[src/include/btp_pkg.sv]
// Purpose: shared constants and types for the command link between a
//          memory controller end and a memory device end
// Assumes: single clock clk at 50 MHz, sys_rst asynchronous active high
// Notes:   one clk cycle stands for one memory clock cycle
//
// Overview of operation
// - write cut only by write or terminate
// - write interrupt only for burst 8, 16
// - interrupting write even cycles, after tCCD
// - interrupting write may target any bank
// - auto-precharge write never interrupted
// - interrupted write length twice command gap
// - terminate decode cs low, ca 1,1,0,0
// - terminate only within BL/2-1 cycles
// - truncated length twice cycles to terminate
// - terminate affects only latest read/write
// - terminate stops data after latency
// - terminate only even cycles after command
// - one terminate per read or write
// - per-byte mask blocks that byte's write
// - precharge decode cs low, ca 1,1,0,1
// - ca4 all banks, else ca9..ca7 bank
// - bank ready after tRPab or tRPpb
// - read to precharge BL/2 and tRAS
// - tRTP starts BL/2-2 after read
// - write to precharge WL+BL/2+1+RU(tWR/tCK)
// - activate waits tRP after precharge
package btp_pkg;
   localparam int CLK_PERIOD_NS = 20;
   localparam int CA_W = 10;
   localparam int NBANK = 8;
   localparam int BA_W = 3;
   localparam int BL_DEFAULT = 8;
   localparam int RL_DEFAULT = 3;
   localparam int WL_DEFAULT = 1;
   localparam int TCCD_CYC = 2;
   localparam int TRPPB_NS = 18;
   localparam int TRPAB_NS = 21;
   localparam int TRAS_NS = 42;
   localparam int TRTP_NS = 8;
   localparam int TWR_NS = 15;
   localparam int TRPPB_CYC = (TRPPB_NS + CLK_PERIOD_NS - 1) / CLK_PERIOD_NS;
   localparam int TRPAB_CYC = (TRPAB_NS + CLK_PERIOD_NS - 1) / CLK_PERIOD_NS;
   localparam int TRAS_CYC = (TRAS_NS + CLK_PERIOD_NS - 1) / CLK_PERIOD_NS;
   localparam int TRTP_CYC = (TRTP_NS + CLK_PERIOD_NS - 1) / CLK_PERIOD_NS;
   localparam int TWR_CYC = (TWR_NS + CLK_PERIOD_NS - 1) / CLK_PERIOD_NS;
   localparam int CNT_W = 8;
   localparam logic [CNT_W-1:0] CNT_MAX = 8'hFF;
   localparam int AB_BIT = 4;
   localparam int BA_LSB = 7;
   typedef enum logic [2:0] {
      BTP_NOP, BTP_ACT, BTP_RD, BTP_WR, BTP_BST, BTP_PRE
   } btp_cmd_t;
endpackage

[src/include/btp_if.sv]
`timescale 1ns/1ps
// Purpose: command, mask and data link between the two ends
// Assumes: both ends on clk
// Notes:   data moves one beat per cycle
interface btp_if #(parameter int DW = 32, parameter int NB = DW / 8);
   logic cs_n;
   logic [btp_pkg::CA_W-1:0] ca;
   logic ap;
   logic [DW-1:0] wdata;
   logic [NB-1:0] dm;
   logic wvalid;
   logic [DW-1:0] rdata;
   logic rvalid;
   modport ctrl (output cs_n, ca, ap, wdata, dm, wvalid, input rdata, rvalid);
   modport mem (input cs_n, ca, ap, wdata, dm, wvalid, output rdata, rvalid);
endinterface

[src/btp_ctrl.sv]
`timescale 1ns/1ps
// Purpose: controller end: issues commands only when spacing allows
// Assumes: user holds request until accepted
// Notes:   req_ready is a one-cycle acceptance pulse
module btp_ctrl
   import btp_pkg::*;
#(
   parameter int DW = 32,
   parameter int NB = DW / 8,
   parameter int RL = RL_DEFAULT,
   parameter int WL = WL_DEFAULT,
   parameter int BL = BL_DEFAULT,
   parameter int EIGHT_BANK = 1
) (
   // clock and reset
   input wire logic clk,
   input wire logic sys_rst,
   // link
   btp_if.ctrl lk,
   // user request
   input wire logic req_valid,
   input wire btp_pkg::btp_cmd_t req_cmd,
   input wire logic [BA_W-1:0] req_bank,
   input wire logic req_all,
   input wire logic req_ap,
   input wire logic [DW-1:0] req_wdata,
   input wire logic [NB-1:0] req_dm,
   output logic req_ready,
   // read return
   output logic [DW-1:0] rd_data,
   output logic rd_valid
);
   import btp_pkg::*;
   typedef logic [CNT_W-1:0] btp_cnt_t;
   localparam btp_cnt_t RTP_MIN = CNT_W'(BL / 2 - 2 + (TRTP_CYC > 2 ? TRTP_CYC : 2));
   localparam btp_cnt_t WPRE_BASE = CNT_W'(WL + 1 + TWR_CYC);
   localparam int TRP_AB = EIGHT_BANK != 0 ? TRPAB_CYC : TRPPB_CYC;
   btp_cnt_t rd_age_q [NBANK];
   btp_cnt_t wr_age_q [NBANK];
   btp_cnt_t pre_age_q [NBANK];
   btp_cnt_t act_age_q [NBANK];
   btp_cnt_t trp_need_q [NBANK];
   btp_cnt_t eff_q [NBANK];
   btp_cnt_t col_age_q;
   logic bst_done_q, ap_q, last_ok_q, last_wr_q;
   logic [BA_W-1:0] last_bank_q;
   function automatic btp_cnt_t sat_inc(input btp_cnt_t v);
      return v == CNT_MAX ? v : v + 8'h01;
   endfunction
   // effective-length based precharge limits, per bank
   function automatic btp_cnt_t rtp_of(input btp_cnt_t e);
      return (e >> 1) - 8'h02 + CNT_W'(TRTP_CYC > 2 ? TRTP_CYC : 2);
   endfunction
   function automatic btp_cnt_t wpre_of(input btp_cnt_t e);
      return WPRE_BASE + (e >> 1);
   endfunction
   wire btp_cnt_t col_next = sat_inc(col_age_q);
   // live write blocks all but write and terminate
   wire wr_live = last_ok_q && last_wr_q && !bst_done_q && col_next < CNT_W'(BL / 2);
   wire col_even = !col_next[0];
   wire col_ok = !last_ok_q || (col_next >= CNT_W'(BL / 2)) ||
                 (BL != 4 && !ap_q && col_even && col_next >= CNT_W'(TCCD_CYC));
   wire bst_ok = last_ok_q && !bst_done_q && !ap_q && col_even && col_next <= CNT_W'(BL / 2 - 1);
   logic pre_ok;
   always_comb begin
      pre_ok = 1'b1;
      for (int b = 0; b < NBANK; b++) begin
         if (req_all || BA_W'(b) == req_bank) begin
            if (sat_inc(rd_age_q[b]) < CNT_W'(BL / 2) || sat_inc(rd_age_q[b]) < rtp_of(eff_q[b]) ||
                sat_inc(wr_age_q[b]) < wpre_of(eff_q[b]) || sat_inc(act_age_q[b]) < CNT_W'(TRAS_CYC)) begin
               pre_ok = 1'b0;
            end
         end
      end
   end
   wire act_ok = sat_inc(pre_age_q[req_bank]) >= trp_need_q[req_bank];
   wire is_col = req_cmd == BTP_RD || req_cmd == BTP_WR;
   wire go = req_valid && !req_ready &&
             ((req_cmd == BTP_WR && col_ok) || (req_cmd == BTP_RD && col_ok && !wr_live) ||
              (req_cmd == BTP_BST && bst_ok) ||
              (req_cmd == BTP_PRE && pre_ok && !wr_live) || (req_cmd == BTP_ACT && act_ok && !wr_live));
   logic [CA_W-1:0] ca_d;
   always_comb begin
      ca_d = '0;
      ca_d[BA_LSB +: BA_W] = req_bank;
      case (req_cmd)
         BTP_ACT: ca_d[1:0] = 2'h0;
         BTP_RD: ca_d[2:0] = 3'h5;
         BTP_WR: ca_d[2:0] = 3'h1;
         BTP_BST: ca_d[3:0] = 4'h3;
         BTP_PRE: begin
            ca_d[3:0] = 4'hB;
            ca_d[AB_BIT] = req_all;
         end
         default: ca_d = '0;
      endcase
   end
   always_ff @(posedge clk or posedge sys_rst) begin
      if (sys_rst) begin
         lk.cs_n <= 1'b1;
         lk.ca <= '0;
         lk.ap <= 1'b0;
         lk.wdata <= '0;
         lk.dm <= '0;
         lk.wvalid <= 1'b0;
         req_ready <= 1'b0;
         rd_data <= '0;
         rd_valid <= 1'b0;
         col_age_q <= CNT_MAX;
         bst_done_q <= 1'b0;
         ap_q <= 1'b0;
         last_ok_q <= 1'b0;
         last_wr_q <= 1'b0;
         last_bank_q <= '0;
         for (int b = 0; b < NBANK; b++) begin
            eff_q[b] <= CNT_W'(BL);
            rd_age_q[b] <= CNT_MAX;
            wr_age_q[b] <= CNT_MAX;
            pre_age_q[b] <= CNT_MAX;
            act_age_q[b] <= CNT_MAX;
            trp_need_q[b] <= '0;
         end
      end else begin
         lk.cs_n <= !go;
         lk.ca <= go ? ca_d : '0;
         lk.ap <= go && is_col && req_ap;
         lk.wdata <= req_wdata;
         lk.dm <= req_dm;
         lk.wvalid <= 1'b1;
         req_ready <= go;
         rd_data <= lk.rdata;
         rd_valid <= lk.rvalid;
         col_age_q <= sat_inc(col_age_q);
         for (int b = 0; b < NBANK; b++) begin
            rd_age_q[b] <= sat_inc(rd_age_q[b]);
            wr_age_q[b] <= sat_inc(wr_age_q[b]);
            pre_age_q[b] <= sat_inc(pre_age_q[b]);
            act_age_q[b] <= sat_inc(act_age_q[b]);
         end
         if (go) begin
            if (is_col) begin
               if (last_ok_q && !bst_done_q && col_next < CNT_W'(BL / 2)) begin
                  eff_q[last_bank_q] <= {col_next[CNT_W-2:0], 1'b0};
               end
               eff_q[req_bank] <= CNT_W'(BL);
               col_age_q <= '0;
               bst_done_q <= 1'b0;
               ap_q <= req_ap;
               last_ok_q <= 1'b1;
               last_wr_q <= req_cmd == BTP_WR;
               last_bank_q <= req_bank;
               if (req_cmd == BTP_RD) begin
                  rd_age_q[req_bank] <= '0;
               end else begin
                  wr_age_q[req_bank] <= '0;
               end
            end else if (req_cmd == BTP_BST) begin
               eff_q[last_bank_q] <= {col_next[CNT_W-2:0], 1'b0};
               bst_done_q <= 1'b1;
            end else if (req_cmd == BTP_ACT) begin
               act_age_q[req_bank] <= '0;
            end else begin
               for (int b = 0; b < NBANK; b++) begin
                  if (req_all || BA_W'(b) == req_bank) begin
                     pre_age_q[b] <= '0;
                     trp_need_q[b] <= CNT_W'(req_all ? TRP_AB : TRPPB_CYC);
                  end
               end
            end
         end
      end
   end
endmodule

[src/flat_wrapper.sv]
// flat-port wrapper written by rule: the top's interface ports become plain ports
module btp_ctrl_flat import btp_pkg::*;
#(
   parameter int DW = 32,
   parameter int NB = DW / 8,
   parameter int RL = RL_DEFAULT,
   parameter int WL = WL_DEFAULT,
   parameter int BL = BL_DEFAULT,
   parameter int EIGHT_BANK = 1
)
  (clk, sys_rst, req_valid, req_cmd, req_bank, req_all, req_ap, req_wdata, req_dm, req_ready, rd_data, rd_valid, lk_cs_n, lk_ca, lk_ap, lk_wdata, lk_dm, lk_wvalid, lk_rdata, lk_rvalid);
  btp_if #(.DW(DW), .NB(NB)) lk_i ();
  input wire logic clk;
  input wire logic sys_rst;
  input wire logic req_valid;
  input wire btp_pkg::btp_cmd_t req_cmd;
  input wire logic [BA_W-1:0] req_bank;
  input wire logic req_all;
  input wire logic req_ap;
  input wire logic [DW-1:0] req_wdata;
  input wire logic [NB-1:0] req_dm;
  output logic req_ready;
  output logic [DW-1:0] rd_data;
  output logic rd_valid;
  output wire logic [$bits(lk_i.cs_n)-1:0] lk_cs_n;
  output wire logic [$bits(lk_i.ca)-1:0] lk_ca;
  output wire logic [$bits(lk_i.ap)-1:0] lk_ap;
  output wire logic [$bits(lk_i.wdata)-1:0] lk_wdata;
  output wire logic [$bits(lk_i.dm)-1:0] lk_dm;
  output wire logic [$bits(lk_i.wvalid)-1:0] lk_wvalid;
  input wire logic [$bits(lk_i.rdata)-1:0] lk_rdata;
  input wire logic [$bits(lk_i.rvalid)-1:0] lk_rvalid;
  assign lk_cs_n = lk_i.cs_n;
  assign lk_ca = lk_i.ca;
  assign lk_ap = lk_i.ap;
  assign lk_wdata = lk_i.wdata;
  assign lk_dm = lk_i.dm;
  assign lk_wvalid = lk_i.wvalid;
  assign lk_i.rdata = lk_rdata;
  assign lk_i.rvalid = lk_rvalid;
  btp_ctrl #(.DW(DW), .NB(NB), .RL(RL), .WL(WL), .BL(BL), .EIGHT_BANK(EIGHT_BANK)) u_core (.clk(clk), .sys_rst(sys_rst), .lk(lk_i), .req_valid(req_valid), .req_cmd(req_cmd), .req_bank(req_bank), .req_all(req_all), .req_ap(req_ap), .req_wdata(req_wdata), .req_dm(req_dm), .req_ready(req_ready), .rd_data(rd_data), .rd_valid(rd_valid));
endmodule
[config.mk]
export PLATFORM = sky130hd
export DESIGN_NAME = btp_ctrl_flat
export DESIGN_NICKNAME = d
export VERILOG_FILES = /design/src/include/btp_pkg.sv /design/src/include/btp_if.sv /design/src/btp_ctrl.sv /design/src/flat_wrapper.sv
export SDC_FILE = /design/constraint.sdc
export NUM_CORES = 1
export LEC_CHECK = 0
export ABC_AREA = 1
export BUFFER_PORTS_ARGS = -buffer_cell sky130_fd_sc_hd__buf_4
export CORE_AREA = 5 5 246 248
export DETAILED_ROUTE_END_ITERATION = 6
export DIE_AREA = 0 0 251 253
export PLACE_DENSITY_LB_ADDON = 0.1
export SYNTH_ARGS = -nofsm -noshare
export SYNTH_HDL_FRONTEND = slang
export SYNTH_SLANG_ARGS = --single-unit
[constraint.sdc]
create_clock -name clk -period 21.1 [get_ports clk]
set_input_delay 1.055 -clock clk [delete_from_list [all_inputs] [get_ports clk]]
set_output_delay 1.055 -clock clk [all_outputs]
set_load 0.01 [all_outputs]
==> summary.txt <==
Job
  – Max Cap Viol: 0

Synthesis
  – Post-synth EDFFs: 0
  – Post-synth cell types: 57
  – Top FF cell, synth: dfstp_2
  – YS warnings: 0
  – Cells after Synth: 3,622
  – Synth Area per Inst: 7.594 µm²
  – Yosys top cell area share: 26.08%
  – Seq/Total Area, Yosys: 39.82%
  – Ys async rst share: 100.0%
  – Yosys reg bits: 424
  – Largest cells by area after synthesis: dfstp_2 26%, dfrtp_1 14%, nand2_1 13%
  – Cell taking the most area after synthesis: dfstp_2
  – Post-Syn Area: ~28,000 µm²

Global route
  – Global-route wire length before repair: 115,400 µm
  – Grt ovf: 0
  – Vias in the first global route: 22,365
  – Largest net degree at the start of global routing: 172
  – Gr usage total: between 20% and 30%
  – Initial antenna violation count: 0

Setup path
  – CP Buf/Inv Count: 4
  – Register-to-register setup slack: 14,790 ps
  – Slowest cell on crit path: buf_4
  – FF-to-FF path depth: 23
  – Setup CP Type: in2reg
  – Critical Path RT: 21,610 ps
  – Worst setup EP type: flop
  – Arr. time, crit path: 7150 ps
  – CP max stage delay: 980 ps
  – CP startpoint kind: input pin
  – Crit Path Max Fanout: approximately 170
  – FF-to-FF End: u_core.act_age_q[63]
  – CP top delay family: simple AND/OR/NAND/NOR gates
  – RR Startpoint: u_core.pre_age_q[25]

Clock network
  – Worst-path clk slew: 60 ps
  – Post-CTS Resized: 0
  – Post-CTS Repair Setup Buffers: 0
  – Clk Latency, worst-skew pair: ~600 ps
  – CTS root buf: clkbuf_16
  – CTS hold repair buffers: 0
  – Longest Clk Path Bufs: 3
  – H-tree level count: 2
  – Num CTS Buffers: 50
  – CTS tree: yes
  – Clock sinks: between 400 and 500

Die
  – Die Height: 253 µm
  – DIE WIDTH: roughly 250 µm
  – Full die area: ~64,000 µm²
  – Io pins: 163
  – Starting density of the core: 47.23%
  – Core area: 58,240 µm²
  – Rows: 89

Drt
  – Drc violations: 0
  – Drt first pass iters: 5
  – Total wire length: roughly 70,000 µm
  – Via count: 23,639
  – Drt wl/cell: 15.44 µm
  – Final ANT Viol Nets: 0
  – Iter 0 DRT Violations: between 1,000 and 1,500
  – DR vias/cell: 5.231

Power
  – Power per cell area: between 100 and 150 nW/µm²
  – Maximum vdd drop: 0.00007555 V
  – Static leakage: 0.01427 µW

Timing
  – Crit share post-route: a little under a third
  – Final hold vios: 0
  – Fmax: 0.1505 GHz
  – Tmin final: 6645 ps
  – Setup TNS: 0 ps
  – Unrepaired setup endpoints after global routing: no
  – Setup violators final: 0
  – Worst-margin pin slew: 1146 ps
  – Final max-slew violation count: 0
  – Clock skew: 16.69 ps
  – Final worst slack: 14,460 ps
  – Relative slew slack: 23.59%

Place
  – Port bufs: 160
  – Final Wtd Congestion: 0.8709
  – Place WS: roughly 14,000 ps
  – DP HPWL: 47,440 µm
  – Post-Place Cells: around 4,400

Layout
  – Final core occ: a little over half
  – Area Growth Syn to Fin: 12.33%
  – Final std cells w/o fill: 4,519
  – Layout cells sized above 1: about 16%
  – N_diodes: 0
  – Fillers: between 5,000 and 6,000
  – Nets: 3,932

Hold path
  – Hold depth: 2
  – HP Class: reg2reg
  – Min-delay src: u_core.trp_need_q[49]
  – Hold EP: u_core.trp_need_q[49]

Status
  – Outcome: finished, final reports clean
-- state kept, by name, summed over array words and instances (netlist names), 3 cells and up --
name                count
u_core.lk.ca            8
u_core.pre_age_q       64
u_core.rd_age_q        64
u_core.act_age_q       64
u_core.wr_age_q        64
u_core.last_bank_q      3
u_core.eff_q           56
u_core.trp_need_q      16
u_core.rd_data         32
u_core.lk.dm            4
u_core.lk.wdata        32
u_core.col_age_q        8
-- area by class of cell --
cell class	instances	area, µm²	area share (%)
multi-input combinational	2698	14540	47.07
clock inverter	22	289.0	0.9355
tap	773	967.2	3.130
sequential	424	10950	35.45
clock buffer	72	1475	4.775
inverter	354	1336	4.325
timing repair buffer	176	1334	4.317
-- per-layer routing --
metal  GRT usage (%)  wire length, µm  vias to the layer above
met5               0                0                        -
met4           5.458             1669                        0
met3           4.211             3747                      105
met2           35.42            31330                      443
met1           29.95            33010                    10865
li1                -                -                    12226
-- worst max path at each step --
stage	startpoint	to	slack, ps	depth (start not counted)
2_1_floorplan	sys_rst	u_core.ap_q	8690	1
3_3_place_gp	req_bank[1]	u_core.act_age_q[61]	14000	26
3_5_place_dp	req_bank[1]	u_core.act_age_q[63]	13850	25
4_1_cts	req_bank[1]	u_core.act_age_q[63]	14470	26
5_1_grt	req_bank[1]	u_core.act_age_q[63]	13730	26
6_report	req_bank[1]	u_core.act_age_q[63]	14460	26
-- stage by stage --
| step | instance area [µm²] | hold slack (ps) | power, µW |
|---|---|---|---|
| 6_report | 30900 | 471.0 | 4555 |
| 2_1_floorplan | 27510 | 436.7 | 3138 |
| 3_5_place_dp | 29130 | 458.1 | 3646 |
| 4_1_cts | 30900 | 472.2 | 4598 |
| 5_1_grt | 30900 | 491.6 | 5035 |
| 3_3_place_gp | 29130 | 453.4 | 3605 |
-- cell families after synthesis --
logic type / after synthesis / share of synthesized area [%]
other: 2 / 0.02730
AO/OA/AOI/OAI: 722 / 14.62
flip-flops: 424 / 39.82
multiplexers: 14 / 0.5550
buffers and inverters: 501 / 7.465
XOR/XNOR: 153 / 4.872
adder cells (fa/ha/maj): 148 / 6.732
AND/OR/NAND/NOR: 1658 / 25.92
-- worst min-delay path: stages (launching register included) --
cell     delay (ps)
dfrtp_1         340
nand2_1          60
nand2_1          40
-- cells in the mapped netlist, drive strengths merged (31+ instances only) --
master,count
dfrtp,151
o31ai,69
xor2,107
ha,148
inv,351
nand2,961
nor3,73
xnor2,46
o21ai,442
nand3,172
clkbuf,70
a21oi,124
nand4,112
buf,77
nor2,269
and2,44
a31oi,31
dfstp,273
-- placed cells by master (no fill, tap or decap), types with 11 or more instances in the layout --
cell       synthesis  final
a21oi_1          123    123
dfstp_2          273    273
nor2_1           259    258
o21ai_0          250    250
xnor2_1           46     46
nand3_1          165    164
o31ai_1           69     69
nand4_1          112    112
inv_2             12     15
xor2_1           107    107
and2_1            44     44
buf_4             25    175
dfrtp_1          151    151
clkbuf_8           0     12
nand3b_1          11     11
nand2_1          955    953
a31oi_1           31     31
clkbuf_16          0     51
nor3_1            67     67
inv_1            339    335
ha_1             148    148
o21ai_1          190    190
o211ai_1          11     11
-- report_power, final --
group	switching (µW)	internal [µW]
clock network	364	560
logic	1270	828
registers	272	1260
Note: power is estimated with default switching activity, not from simulation.
